### config.mk
export PLATFORM = sky130hd
export DESIGN_NAME = usrt_top
export DESIGN_NICKNAME = d
export VERILOG_FILES = /design/src/usrt_pkg.sv /design/src/usrt_shift.sv /design/src/usrt_top.sv
export VERILOG_INCLUDE_DIRS = /design/src
export SDC_FILE = /design/constraint.sdc
export NUM_CORES = 1
export LEC_CHECK = 0
export BUFFER_PORTS_ARGS = -buffer_cell sky130_fd_sc_hd__buf_2
export CAP_MARGIN = 0
export CELL_PAD_IN_SITES_DETAIL_PLACEMENT = 1
export CELL_PAD_IN_SITES_GLOBAL_PLACEMENT = 2
export CORE_UTILIZATION = 32
export DETAILED_ROUTE_END_ITERATION = 16
export PLACE_DENSITY_LB_ADDON = 0.1
export SLEW_MARGIN = 25
export SYNTH_ARGS = -nofsm -noshare
export SYNTH_HDL_FRONTEND = slang
export SYNTH_SLANG_ARGS = --single-unit
export TNS_END_PERCENT = 50
### constraint.sdc
create_clock -name clk -period 3.3 [get_ports clk]
set_clock_uncertainty 0.05 [all_clocks]
set_input_delay 0.33 -clock clk [delete_from_list [all_inputs] [get_ports clk]]
set_output_delay 0.33 -clock clk [all_outputs]
set_load 0.005 [all_outputs]
### src/usrt_cfg.svh
/*
 * constants for the serial transceiver: register offsets, field positions,
 * reset values and link timing.
 * assumes a 32-bit apb slave on a 40 mhz clock.
 */
`ifndef USRT_CFG_SVH
`define USRT_CFG_SVH
////////////////////////////////////////////////////////////////////////////
// register byte offsets
`define USRT_OFS_CMD     8'h00
`define USRT_OFS_MODE    8'h04
`define USRT_OFS_STAT    8'h08
`define USRT_OFS_MASK    8'h0c
`define USRT_OFS_RXD     8'h10
`define USRT_OFS_TXD     8'h14
`define USRT_OFS_ERRCNT  8'h18
// command bit positions
`define USRT_CMD_RXRST   0
`define USRT_CMD_TXRST   1
`define USRT_CMD_RXEN    2
`define USRT_CMD_RXDIS   3
`define USRT_CMD_TXEN    4
`define USRT_CMD_TXDIS   5
`define USRT_CMD_RTS_ASSERT_CMD   6
`define USRT_CMD_RTS_DEASSERT_CMD  7
// status bit positions
`define USRT_ST_RXRDY    0
`define USRT_ST_TXDONE   1
`define USRT_ST_OVLEN    2
`define USRT_ST_LOCK     3
`define USRT_ST_W        4
// reset values
`define USRT_MODE_RST    7'h00
`define USRT_MASK_RST    4'h0
`define USRT_RTS_RST     1'b0
// shortest character length, added to the length field
`define USRT_LEN_BASE    4'h5
// least ratio of clk to peer serial clock
`define USRT_CLK_RATIO   9
`endif

### src/usrt_pkg.sv
/*
 * types of the serial transceiver.
 * assumes usrt_cfg.svh holds the numeric constants.
 */
package usrt_pkg;
    // operating modes
    typedef enum logic [2:0] {
        USRT_NORMAL,
        USRT_HANDSHAKE,
        USRT_ISO_T1,
        USRT_SPI_SLAVE,
        USRT_SYNC_SLAVE
    } usrt_mode_t;
    // mode register layout
    typedef struct packed {
        logic [2:0] len_m5;   // character length minus five
        logic       rsvd;     // reads zero
        usrt_mode_t mode;     // operating mode
    } usrt_cfg_t;
    // receiver lockout sequence states
    typedef enum logic [1:0] {
        LK_OPEN,
        LK_LOCKED,
        LK_RST_SEEN,
        LK_MODE_SEEN
    } usrt_lock_t;
    // synchronised link pins
    typedef struct packed {
        logic sck;
        logic cs_n;
        logic rxd;
    } usrt_link_t;
endpackage : usrt_pkg

### src/usrt_shift.sv
/*
 * nine-bit shift register with bit counter, lsb first.
 * assumes the caller gives one-cycle shift strobes on clk.
 */
`timescale 1ns/10ps
module usrt_shift import usrt_pkg::*; (
    input  wire logic       clk,
    input  wire logic       rst,
    input  wire logic       clr,       // zero data, count to cnt_init
    input  wire logic       load,      // load parallel word
    input  wire logic [8:0] load_val,  // word to load
    input  wire logic       shift,     // shift one bit
    input  wire logic       bit_in,    // bit entering at the top
    input  wire logic [3:0] cnt_init,  // count after clear
    output logic      [8:0] data_ff,   // shifted word
    output logic      [3:0] cnt_ff     // bits shifted so far
);
    ////////////////////////////////////////////////////////////////////////
    // data path: shift right, new bit enters at msb
    always_ff @(posedge clk) begin
        if (rst || clr) begin
            data_ff <= 9'h000;
        end else if (load) begin
            data_ff <= load_val;
        end else if (shift) begin
            data_ff <= {bit_in, data_ff[8:1]};
        end
    end
    // bit counter
    always_ff @(posedge clk) begin
        if (rst) begin
            cnt_ff <= 4'h0;
        end else if (clr || load) begin
            cnt_ff <= cnt_init;
        end else if (shift) begin
            cnt_ff <= cnt_ff + 4'h1;
        end
    end
endmodule : usrt_shift

### src/usrt_top.sv
/*
 * serial transceiver core with apb registers, synchronous and spi slave
 * link, rts control and one level interrupt.
 * assumes sck, cs_n and rxd come from outside the clock domain and that the
 * peer serial clock runs well below clk.
 */
`timescale 1ns/10ps
`include "usrt_cfg.svh"
module usrt_top import usrt_pkg::*; (
    input  wire logic        clk,
    input  wire logic        rst,
    input  wire logic        psel,
    input  wire logic        penable,
    input  wire logic        pwrite,
    input  wire logic [7:0]  paddr,
    input  wire logic [31:0] pwdata,
    output logic      [31:0] prdata,
    output logic             pready,
    output logic             pslverr,
    input  wire logic        sck_in,
    input  wire logic        cs_n_in,
    input  wire logic        rxd_in,
    input  wire logic        rx_buf_full,
    output logic             txd_out,
    output logic             txd_oe,
    output logic             rts_out,
    output logic             irq
);
    ////////////////////////////////////////////////////////////////////////
    // declarations
    usrt_link_t  sync1_ff;        // first synchroniser stage
    usrt_link_t  sync2_ff;        // second synchroniser stage
    logic        sck_old_ff;      // previous sampled clock
    logic        sck_rise;        // sampled rising clock edge
    logic        sck_fall;        // sampled falling clock edge
    logic        cs_old_ff;       // previous sampled select
    logic        cs_rise;         // select released
    logic        cs_fall;         // select taken
    usrt_cfg_t   cfg_ff;          // mode register
    logic [3:0]  mask_ff;         // interrupt mask
    logic [3:0]  stat_ff;         // sticky status
    logic [3:0]  nxt_stat;        // status next value
    logic [8:0]  rx_hold_ff;      // last received character
    logic        rx_en_ff;        // receiver enabled
    logic        tx_en_ff;        // transmitter enabled
    logic        rts_ff;          // commanded rts level
    usrt_lock_t  lock_ff;         // receiver lockout state
    logic        taint_ff;        // leftover bit after over-length
    logic        rx_busy_ff;      // receive frame in progress
    logic        rx_full_ff;      // character length reached
    logic        tx_busy_ff;      // transmit frame in progress
    logic        tx_start_ff;     // start bit pending
    logic        txd_ff;          // serial output bit
    logic        wr;              // apb write access
    logic        setup;           // apb setup phase
    logic        mapped;          // address decodes
    logic        cmd_wr;          // command register write
    logic [7:0]  cmd;             // command bits
    logic [3:0]  len;             // character length in bits
    logic        spi;             // spi slave mode
    logic        rx_ok;           // receiver may take bits
    logic        rx_shift;        // receive shift strobe
    logic        rx_clr;          // receive shifter clear
    logic        rx_done;         // character completed
    logic        ovlen;           // bit beyond character length
    logic [8:0]  rx_data;         // receive shifter word
    logic [3:0]  rx_cnt;          // receive bit count
    logic        tx_load;         // transmit word written
    logic        tx_shift;        // transmit shift strobe
    logic        tx_done;         // last bit sent
    logic        tx_last;         // count at the frame's final fall
    logic [8:0]  tx_data;         // transmit shifter word
    logic [3:0]  tx_cnt;          // transmit bit count

    ////////////////////////////////////////////////////////////////////////
    // link pin synchronisers and edge finders
    // sampled clock edges need the slow peer
    always_ff @(posedge clk) begin
        if (rst) begin
            sync1_ff   <= '{sck: 1'b0, cs_n: 1'b1, rxd: 1'b1};
            sync2_ff   <= '{sck: 1'b0, cs_n: 1'b1, rxd: 1'b1};
            sck_old_ff <= 1'b0;
            cs_old_ff  <= 1'b1;
        end else begin
            sync1_ff   <= '{sck: sck_in, cs_n: cs_n_in, rxd: rxd_in};
            sync2_ff   <= sync1_ff;
            sck_old_ff <= sync2_ff.sck;
            cs_old_ff  <= sync2_ff.cs_n;
        end
    end
    assign sck_rise = sync2_ff.sck & ~sck_old_ff;
    assign sck_fall = ~sync2_ff.sck & sck_old_ff;
    assign cs_rise  = sync2_ff.cs_n & ~cs_old_ff;
    assign cs_fall  = ~sync2_ff.cs_n & cs_old_ff;

    ////////////////////////////////////////////////////////////////////////
    // apb decode: no wait states, error on unmapped address
    assign setup   = psel & ~penable;
    assign wr      = psel & penable & pwrite;
    assign mapped  = (paddr == `USRT_OFS_CMD) || (paddr == `USRT_OFS_MODE) ||
                     (paddr == `USRT_OFS_STAT) || (paddr == `USRT_OFS_MASK) ||
                     (paddr == `USRT_OFS_RXD) || (paddr == `USRT_OFS_TXD) ||
                     (paddr == `USRT_OFS_ERRCNT);
    assign pready  = 1'b1;
    assign pslverr = psel & penable & ~mapped;
    assign cmd_wr  = wr && (paddr == `USRT_OFS_CMD);
    assign cmd     = cmd_wr ? pwdata[7:0] : 8'h00;
    assign len     = {1'b0, cfg_ff.len_m5} + `USRT_LEN_BASE;
    assign spi     = (cfg_ff.mode == USRT_SPI_SLAVE);

    // read data registered in the setup phase
    always_ff @(posedge clk) begin
        if (rst) begin
            prdata <= 32'h0000_0000;
        end else if (setup && !pwrite) begin
            case (paddr)
                `USRT_OFS_MODE: prdata <= {24'h000000, 1'b0, cfg_ff};
                `USRT_OFS_STAT: prdata <= {28'h0000000, stat_ff};
                `USRT_OFS_MASK: prdata <= {28'h0000000, mask_ff};
                `USRT_OFS_RXD:  prdata <= {23'h000000, rx_hold_ff};
                `USRT_OFS_ERRCNT: prdata <= 32'h0000_0000;
                default:        prdata <= 32'h0000_0000;
            endcase
        end
    end

    // mode and mask registers
    always_ff @(posedge clk) begin
        if (rst) begin
            cfg_ff  <= `USRT_MODE_RST;
            mask_ff <= `USRT_MASK_RST;
        end else if (wr) begin
            if (paddr == `USRT_OFS_MODE) begin
                cfg_ff <= {pwdata[6:4], 1'b0, pwdata[2:0]};
            end
            if (paddr == `USRT_OFS_MASK) begin
                mask_ff <= pwdata[3:0];
            end
        end
    end

    ////////////////////////////////////////////////////////////////////////
    // enables and rts from command writes
    always_ff @(posedge clk) begin
        if (rst) begin
            rx_en_ff <= 1'b0;
            tx_en_ff <= 1'b0;
            rts_ff   <= `USRT_RTS_RST;
        end else begin
            if (cmd[`USRT_CMD_RXDIS] || cmd[`USRT_CMD_RXRST]) begin
                rx_en_ff <= 1'b0;
            end else if (cmd[`USRT_CMD_RXEN]) begin
                rx_en_ff <= 1'b1;
            end
            if (cmd[`USRT_CMD_TXDIS] || cmd[`USRT_CMD_TXRST]) begin
                tx_en_ff <= 1'b0;
            end else if (cmd[`USRT_CMD_TXEN]) begin
                tx_en_ff <= 1'b1;
            end
            if (cmd[`USRT_CMD_RTS_DEASSERT_CMD]) begin
                rts_ff <= 1'b1;
            end else if (cmd[`USRT_CMD_RTS_ASSERT_CMD]) begin
                rts_ff <= 1'b0;
            end
        end
    end
    // handshake mode ignores the full buffer
    assign rts_out = (cfg_ff.mode == USRT_HANDSHAKE) ? (rx_buf_full & 1'b0)
                                                     : rts_ff;

    ////////////////////////////////////////////////////////////////////////
    // receiver lockout after a t1 transmission
    // lock until reset, mode, command
    always_ff @(posedge clk) begin
        if (rst) begin
            lock_ff <= LK_OPEN;
        end else begin
            case (lock_ff)
                LK_OPEN: begin
                    if (tx_done && cfg_ff.mode == USRT_ISO_T1) begin
                        lock_ff <= LK_LOCKED;
                    end
                end
                LK_LOCKED: begin
                    if (cmd[`USRT_CMD_RXRST]) begin
                        lock_ff <= LK_RST_SEEN;
                    end
                end
                LK_RST_SEEN: begin
                    if (wr && paddr == `USRT_OFS_MODE) begin
                        lock_ff <= LK_MODE_SEEN;
                    end
                end
                LK_MODE_SEEN: begin
                    if (cmd_wr) begin
                        lock_ff <= LK_OPEN;
                    end
                end
                default: lock_ff <= LK_OPEN;
            endcase
        end
    end

    ////////////////////////////////////////////////////////////////////////
    // receiver framing: spi by select, others by start bit
    assign rx_ok    = rx_en_ff && (lock_ff == LK_OPEN);
    assign rx_shift = rx_ok && sck_rise && rx_busy_ff && !rx_full_ff;
    assign rx_done  = rx_shift && (rx_cnt == len - 4'h1);
    // bit beyond length in spi frame
    assign ovlen    = rx_ok && spi && sck_rise && rx_full_ff;
    assign rx_clr   = cmd[`USRT_CMD_RXRST] || rx_done ||
                      (spi ? cs_rise : 1'b0);

    always_ff @(posedge clk) begin
        if (rst || cmd[`USRT_CMD_RXRST]) begin
            rx_busy_ff <= 1'b0;
            rx_full_ff <= 1'b0;
        end else if (spi) begin
            rx_busy_ff <= rx_ok && !sync2_ff.cs_n;
            if (cs_rise || cs_fall) begin
                rx_full_ff <= 1'b0;
            end else if (rx_done) begin
                rx_full_ff <= 1'b1;
            end
        end else begin
            rx_full_ff <= 1'b0;
            if (rx_done || !rx_ok) begin
                rx_busy_ff <= 1'b0;
            end else if (sck_rise && !sync2_ff.rxd) begin
                rx_busy_ff <= 1'b1;
            end
        end
    end

    // leftover bit survives soft reset, spoils the next frame
    // taint cleared by hard reset or a completed character
    always_ff @(posedge clk) begin
        if (rst) begin
            taint_ff <= 1'b0;
        end else if (ovlen) begin
            taint_ff <= 1'b1;
        end else if (rx_done) begin
            taint_ff <= 1'b0;
        end
    end

    usrt_shift u_rx (
        .clk      (clk),
        .rst      (rst),
        .clr      (rx_clr),
        .load     (1'b0),
        .load_val (9'h000),
        .shift    (rx_shift),
        .bit_in   (sync2_ff.rxd),
        .cnt_init ({3'h0, taint_ff & spi}),
        .data_ff  (rx_data),
        .cnt_ff   (rx_cnt)
    );

    // completed character, aligned to bit zero
    always_ff @(posedge clk) begin
        if (rst) begin
            rx_hold_ff <= 9'h000;
        end else if (rx_done) begin
            rx_hold_ff <= {sync2_ff.rxd, rx_data[8:1]} >> (4'h9 - len);
        end
    end

    ////////////////////////////////////////////////////////////////////////
    // transmitter: shifts on falling sampled clock edge
    assign tx_load  = wr && (paddr == `USRT_OFS_TXD) && tx_en_ff &&
                      !tx_busy_ff;
    assign tx_shift = tx_busy_ff && !tx_start_ff && sck_fall;
    // outside spi the start bit costs one extra fall before the stop
    assign tx_last  = spi ? (tx_cnt == len - 4'h1) : (tx_cnt == len);
    assign tx_done  = tx_shift && tx_last;

    always_ff @(posedge clk) begin
        if (rst || cmd[`USRT_CMD_TXRST]) begin
            tx_busy_ff  <= 1'b0;
            tx_start_ff <= 1'b0;
            txd_ff      <= 1'b1;
        end else if (tx_load) begin
            tx_busy_ff  <= 1'b1;
            tx_start_ff <= !spi;
            txd_ff      <= spi ? pwdata[0] : 1'b1;
        end else if (tx_busy_ff && sck_fall) begin
            if (tx_start_ff) begin
                tx_start_ff <= 1'b0;
                txd_ff      <= 1'b0;
            end else if (tx_done) begin
                tx_busy_ff <= 1'b0;
                txd_ff     <= 1'b1;
            end else begin
                // spi put bit zero out at load, framed modes after start
                txd_ff <= spi ? tx_data[1] : tx_data[0];
            end
        end
    end

    usrt_shift u_tx (
        .clk      (clk),
        .rst      (rst),
        .clr      (cmd[`USRT_CMD_TXRST]),
        .load     (tx_load),
        .load_val (pwdata[8:0]),
        .shift    (tx_shift),
        .bit_in   (1'b1),
        .cnt_init (4'h0),
        .data_ff  (tx_data),
        .cnt_ff   (tx_cnt)
    );

    // in spi mode the pin is driven only while selected
    assign txd_out = spi ? (tx_start_ff ? 1'b1 : txd_ff) : txd_ff;
    assign txd_oe  = spi ? !sync2_ff.cs_n : 1'b1;

    ////////////////////////////////////////////////////////////////////////
    // sticky status, write one clears, a new event wins
    always_comb begin
        nxt_stat = stat_ff;
        if (wr && paddr == `USRT_OFS_STAT) begin
            nxt_stat = stat_ff & ~pwdata[3:0];
        end
        nxt_stat[`USRT_ST_RXRDY]  = nxt_stat[`USRT_ST_RXRDY] | rx_done;
        nxt_stat[`USRT_ST_TXDONE] = nxt_stat[`USRT_ST_TXDONE] | tx_done;
        nxt_stat[`USRT_ST_OVLEN]  = nxt_stat[`USRT_ST_OVLEN] | ovlen;
        nxt_stat[`USRT_ST_LOCK]   = nxt_stat[`USRT_ST_LOCK] |
                                    (tx_done && lock_ff == LK_OPEN &&
                                     cfg_ff.mode == USRT_ISO_T1);
    end

    always_ff @(posedge clk) begin
        if (rst) begin
            stat_ff <= 4'h0;
        end else begin
            stat_ff <= nxt_stat;
        end
    end

    assign irq = |(stat_ff & mask_ff);
endmodule : usrt_top

# Word-level counts from Yosys, hierarchy flattened
# Cells that the tools add are included.
word_totals:
  ff_bits: 100
  latch_bits: 0
  mem_bits_rw: 0
  mem_bits_ro: 0
  inputBits: 49
  output_inout_bits: 38
  elab_cells: 182
  memories: 0
classes:
  add_sub_neg: 5
  n_mul: 0
  div_mod_pow: 0
  order_cmp: 0
  n_eq_ne: 20
  n_shift: 1
  n_mux: 37
  bitwise: 23
  n_reduce_logical: 67
op_table:
  columns: ["op", "count"]
  rows:
  - ["9-bit one-hot mux with 4 select lines", 1]
  - ["1-bit two-way mux", 27]
  - ["8-bit by 5-bit == test with 1-bit output (second input constant)", 3]
  - ["1-bit logical AND", 24]
  - ["9-bit two-way mux", 2]
  - ["8-bit by 4-bit == test with 1-bit output (second input constant)", 2]
  - ["1-bit logical OR", 16]
  - ["4-bit == test", 3]
  - ["2-bit nonzero test", 6]
  - ["1-bit bitwise AND", 9]
  - ["9-bit by 4-bit right shift with 9-bit output", 1]
  - ["4-bit by 1-bit adder with 4-bit output (second input constant)", 2]
  - ["4-bit bitwise AND", 2]
  - ["8-bit by 3-bit == test with 1-bit output (second input constant)", 1]
  - ["1-bit zero test", 8]
  - ["8-bit zero test", 1]
  - ["2-bit two-way mux", 4]
  - ["8-bit two-way mux", 1]
  - ["2-bit != test (second input constant)", 4]
  - ["2-bit one-hot mux with 4 select lines", 1]
  - ["2-bit OR reduction", 4]
  - ["1-bit NOT", 7]
  - ["3-bit by 2-bit == test with 1-bit output (second input constant)", 2]
  - ["3-bit by 3-bit adder with 4-bit output (second input constant)", 1]
  - ["other kinds (16)", 21]

# Depth between registers and ports, before layout
depth:
  ltp_word: 9
  mapped_depth: 12
  depth_no_buf: 10

# Hierarchy
# Synthesis repeated with hierarchy kept, for this count alone.
hier_totals:
  hier_cells: 481
  hier_area_um2: 4398.0
modules_own_cells:
  columns: ["mod", "instances", "cells_each", "area_per_inst_um2", "seq_area_each_um2"]
  rows:
  - ["usrt_top", 1, 361, 3104.2, 1021.0]
  - ["usrt_shift", 2, 60, 646.9, 260.2]

# Worst setup path after synthesis
# OpenSTA, ideal clock, no wires.
synth_timing:
  path_kind: "register to register"
  from: "register cfg_ff[4] (netlist bit)"
  to: "register u_rx.cnt_ff[1]"
  setup_time_ns: 0.065
  t_arrival_ns: 2.857
  t_required_ns: 3.185
  slack_ns: 0.328
  stages_incl_launch_ff: 13
  n_path_buf: 3
  period_less_slack_ns: 2.972
  path_cell_list: "dfxtp_1 ha_1 clkbuf_1 inv_1 ha_1 nand2b_1 a21boi_0 o31a_1 o2111ai_1 buf_2 nand3_1 clkbuf_1 nor2_1"
synth_between:
  elab_chain_len: 7
synth_lines:
  columns: ["item", "line", "text"]
  rows:
  - ["from (decl)", "usrt_top.sv:39", "usrt_cfg_t cfg_ff;"]
  - ["from (signal assigned)", "usrt_top.sv:130", "cfg_ff <= `USRT_MODE_RST;"]
  - ["from (signal assigned)", "usrt_top.sv:134", "cfg_ff <= {pwdata[6:4], 1'b0, pwdata[2:0]};"]
  - ["3-bit by 3-bit adder with 4-bit output (no source line)", null, null]
  - ["4-bit by 1-bit subtractor with 4-bit output", "usrt_top.sv:208", "assign rx_done = rx_shift && (rx_cnt == len - 4'h1);"]
  - ["4-bit == test", "usrt_top.sv:208", null]
  - ["1-bit logical AND", "usrt_top.sv:208", null]
  - ["1-bit logical OR (2 in series)", "usrt_top.sv:211", "assign rx_clr = cmd[`USRT_CMD_RXRST] || rx_done ||"]
  - ["2-bit OR reduction (no source line)", null, null]
  - ["to (signal assigned)", "usrt_shift.sv:34", "cnt_ff <= cnt_init;"]
  - ["to (signal assigned)", "usrt_shift.sv:36", "cnt_ff <= cnt_ff + 4'h1;"]
  - ["to (decl)", "usrt_shift.sv:16", "output logic [3:0] cnt_ff"]
# No other way between the ends.
# A chain may end at the register's enable or synchronous reset.

# Worst setup path after layout
layout_timing:
  from: "register cfg_ff[5] (netlist bit)"
  to: "register tx_busy_ff"
layout_between:
  elab_chain_len: 7
  word_cells_on_any_way: 8
  classes_between: "add/sub (2); eq/ne (2); mux (1); reduce/logical (3)"
layout_lines:
  columns: ["item", "line", "text"]
  rows:
  - ["3-bit by 3-bit adder with 4-bit output (no source line) *", null, null]
  - ["4-bit by 1-bit subtractor with 4-bit output", "usrt_top.sv:275", "assign tx_last = spi ? (tx_cnt == len - 4'h1) : (tx_cnt == len);"]
  - ["4-bit == test", "usrt_top.sv:275", null]
  - ["1-bit two-way mux *", "usrt_top.sv:275", null]
  - ["1-bit logical AND *", "usrt_top.sv:276", "assign tx_done = tx_shift && tx_last;"]
  - ["2-bit nonzero test (no source line) *", null, null]
  - ["3-bit AND reduction (no source line) *", null, null]
  - ["to (signal assigned)", "usrt_top.sv:280", "tx_busy_ff <= 1'b0;"]
  - ["to (signal assigned)", "usrt_top.sv:284", "tx_busy_ff <= 1'b1;"]
  - ["to (signal assigned)", "usrt_top.sv:292", "tx_busy_ff <= 1'b0;"]
  - ["to (decl)", "usrt_top.sv:51", "logic tx_busy_ff;"]
# Mark *: on every way between the ends. The rest lies on a longest branch, timed or not.

==> impl_metrics.csv <==
group,metric,value,unit
worst_setup_path,cp.required,3.49,ns
worst_hold_path,hp-class,"in -> reg",
timing,setup_viol,0,
worst_setup_path,worstPathCellList,"ha_1 -> xor2_1 -> buf_4 -> ha_1 -> a21boi_0 -> or4_1 -> a221oi_1 -> o21ai_0 -> a21oi_1 -> nor2_1",
final_layout,fill_cells,1500,
floorplanning,rows,40,
logic_synthesis,synth_xor_area_share,3.69,%
timing,tns,0,ns
final_layout,layout_commonest_cell,"dfxtp_1",
power_and_ir_drop,leakage,1.82,nW
worst_setup_path,critical_path.max_fanout,6,
route,drt_iter0_drc,166,
place,gp_congestion,0.751,
global_route,grt_pass1_vias,3509,
logic_synthesis,muxShareOfSynthArea,9.00,%
worst_setup_path,critical_path.startpoint,"cfg_ff[5]$_SDFFE_PP0P_",
global_route,antenna_found_initial,0,
clock_network,h-tree-depth,3,
power_and_ir_drop,p_per_area,437,nW/um^2
logic_synthesis,synthArstFlopShare,0,%
route,first_pass_iters,4,
global_route,grt_start_max_net_pins,28,
final_layout,drive_above_1_share,16.5,%
route,routed_wirelength,11200,um
logic_synthesis,ys.flop_type,"dfxtp_1",
logic_synthesis,synth_top_family_by_area,"simple AND/OR/NAND/NOR gates",
worst_setup_path,slowest_stage,"or4_1",
logic_synthesis,seq_area_frac_synth,37.7,%
logic_synthesis,synth_simple_gate_area_share,21.9,%
clock_network,clkSinkCount,76,
final_layout,multi_input_area,2270,sq um
worst_setup_path,r2r-start,"cfg_ff[5]$_SDFFE_PP0P_",
logic_synthesis,synth_fa_ha_area_share,3.41,%
route,drc,0,
place,hpwl,8310,um
floorplanning,io_pins,87,
final_layout,syn_to_final_growth,15.0,%
global_route,grt-ovfl-total,0,
timing,period_share,87.7,%
worst_setup_path,arrival,3.08,ns
route,vias_per_cell,5.04,
final_layout,final_util,38.1,%
worst_setup_path,crit_path_start_kind,"flop",
clock_network,cts_tree,"built",
logic_synthesis,synth_compound_area_share,16.0,%
floorplanning,fp.dieArea,13100,sq um
worst_setup_path,path_class,"reg -> reg",
logic_synthesis,synth_cells,474,
final_layout,fin_nets,571,
logic_synthesis,ys.warnings.count,0,
final_layout,diodes,0,
global_route,grt_pass1_wl,18400,um
floorplanning,core-area,12200,sq um
worst_setup_path,cp_common_cell,"ha_1",
worst_setup_path,max_stage_delay,0.54,ns
timing,finalHoldViolations,0,
route,vias,3446,
logic_synthesis,synth_edf_count,0,
timing,final_max_slew_viol_count,0,
global_route,grt_usage,18.7,%
place,port_buffers,38,
worst_setup_path,end_kind,"flop",
clock_network,cts_resized,0,
clock_network,cts_root_buf,"clkbuf_16",
logic_synthesis,syn_area_per_cell,8.50,sq um
logic_synthesis,netlist_area,4030,sq um
logic_synthesis,synth_cell_type_count,61,
final_layout,register_area,1520,sq um
clock_network,cts_hold_buffers,0,
final_layout,final_cell_mix,"dfxtp_1, nor2_1, a21oi_1",
clock_network,worstSkewPairLatency,0.35,ns
route,drtAntennaViolNets,0,
floorplanning,die_height,114,um
worst_hold_path,worstHoldStart,"rxd_in",
timing,relSlewSlack,61.8,%
clock_network,cts_buffers,9,
floorplanning,start_util,33.1,%
clock_network,clk_pin_slew,0.06,ns
floorplanning,die_w,114,um
timing,clock.fmax,0.346,GHz
flow_run,cap_violations,0,
status,outcome,"finished, final reports clean",
route,wire_per_inst,16.3,um
timing,finalCriticalPeriod,2.89,ns
timing,worst_pin_slew,0.573,ns
logic_synthesis,synth_seq_cells,76,
timing,rsz0062_at_grt,"no",
power_and_ir_drop,ir_drop,0.349,mV
clock_network,cts_max_path_buffers,2,
clock_network,post-cts-setup-buffers,0,
==> cell families (layout without fill, tap and decap cells) <==
logic type | after synthesis | after routing
multiplexers | 31 | 31
flip-flops | 76 | 76
XOR/XNOR | 17 | 17
other | 2 | 24
adder cells (fa/ha/maj) | 11 | 11
buffers and inverters | 59 | 79
AND/OR/NAND/NOR | 176 | 176
AO/OA/AOI/OAI | 102 | 102
==> layout make-up <==
class                   count  area share (%)
clock buffers              10            5.16
inverters                  12           0.972
flip-flops and latches     76            32.8
well taps                 168            4.53
multi-input cells         361            48.9
repair buffers             51            6.21
clock inverters             6            1.38
==> metrics by stage <==
step	setup slack (ns)	hold slack, ns	instance area, sq um	total power [W]	cells
2_1_floorplan	0.328	0.339	4110	0.00101	496
3_3_place_gp	0.460	0.344	4330	0.00102	668
3_5_place_dp	0.404	0.352	4330	0.00102	668
4_1_cts	0.384	0.0960	4640	0.00206	684
5_1_grt	0.122	0.103	4640	0.00209	684
6_report	0.406	0.112	4640	0.00202	684
==> worst max-delay path, delay by kind of cell, from the launching register on <==
family	cells	cell delay [ns]
xor+xnor	1	0.21
flops	1	0.44
buf+inv	1	0.17
simple gates	2	0.59
fa+ha+maj	2	0.37
compound gates	4	0.95
==> worst paths after layout <==
| kind | end | slack (ns) | cells after the start |
|---|---|---|---|
| worst min-delay path | sync1_ff[0]$_SDFF_PP1_ | 0.11 | 2 |
| worst max-delay path | tx_busy_ff$_SDFFE_PP0P_ | 0.41 | 10 |
| worst min register to register | sync2_ff[0]$_SDFF_PP1_ | 0.36 | 1 |
| worst max register to register | tx_busy_ff$_SDFFE_PP0P_ | 0.41 | 10 |
==> power breakdown <==
group | leakage (nW) | total (W) | switching, W | internal [W]
clock | 0.144 | 0.00102 | 0.000419 | 0.000605
combinational | 1.06 | 0.0000766 | 0.0000534 | 0.0000231
sequential | 0.613 | 0.000924 | 0.00000270 | 0.000921
total | 1.82 | 0.00202 | 0.000475 | 0.00155
==> registers in the layout (all words and copies together), names as in the netlist, 2 cells and up <==
register	count
stat_ff	4
sync1_ff	3
prdata	9
mask_ff	4
cfg_ff	6
u_rx.data_ff	8
u_rx.cnt_ff	4
sync2_ff	3
lock_ff	2
rx_hold_ff	9
u_tx.data_ff	9
u_tx.cnt_ff	4
==> synthesized netlist by cell type (9+ instances only) <==
library cell | count | area share [%]
nor2_1 | 58 | 5.4
a22oi_1 | 20 | 3.7
clkbuf_1 | 16 | 1.5
nor3_1 | 9 | 1.1
o21ai_0 | 10 | 1.2
dfxtp_1 | 76 | 38
nand2_1 | 41 | 3.8
inv_1 | 12 | 1.1
nand3_1 | 13 | 1.6
a21oi_1 | 43 | 5.3
buf_4 | 24 | 4.5
xnor2_1 | 9 | 2.0
mux2i_1 | 25 | 6.2
ha_1 | 11 | 3.4
==> layer usage <==
metal  vias to the layer above  GRT usage (%)  wire length, um
met5                         -              0                0
met4                         0           7.01              142
met3                        12           4.34              356
met2                        49           30.3             5300
met1                      1683           24.2             5350
li1                       1702              -                -
Note: power is estimated with default switching activity, not from simulation.
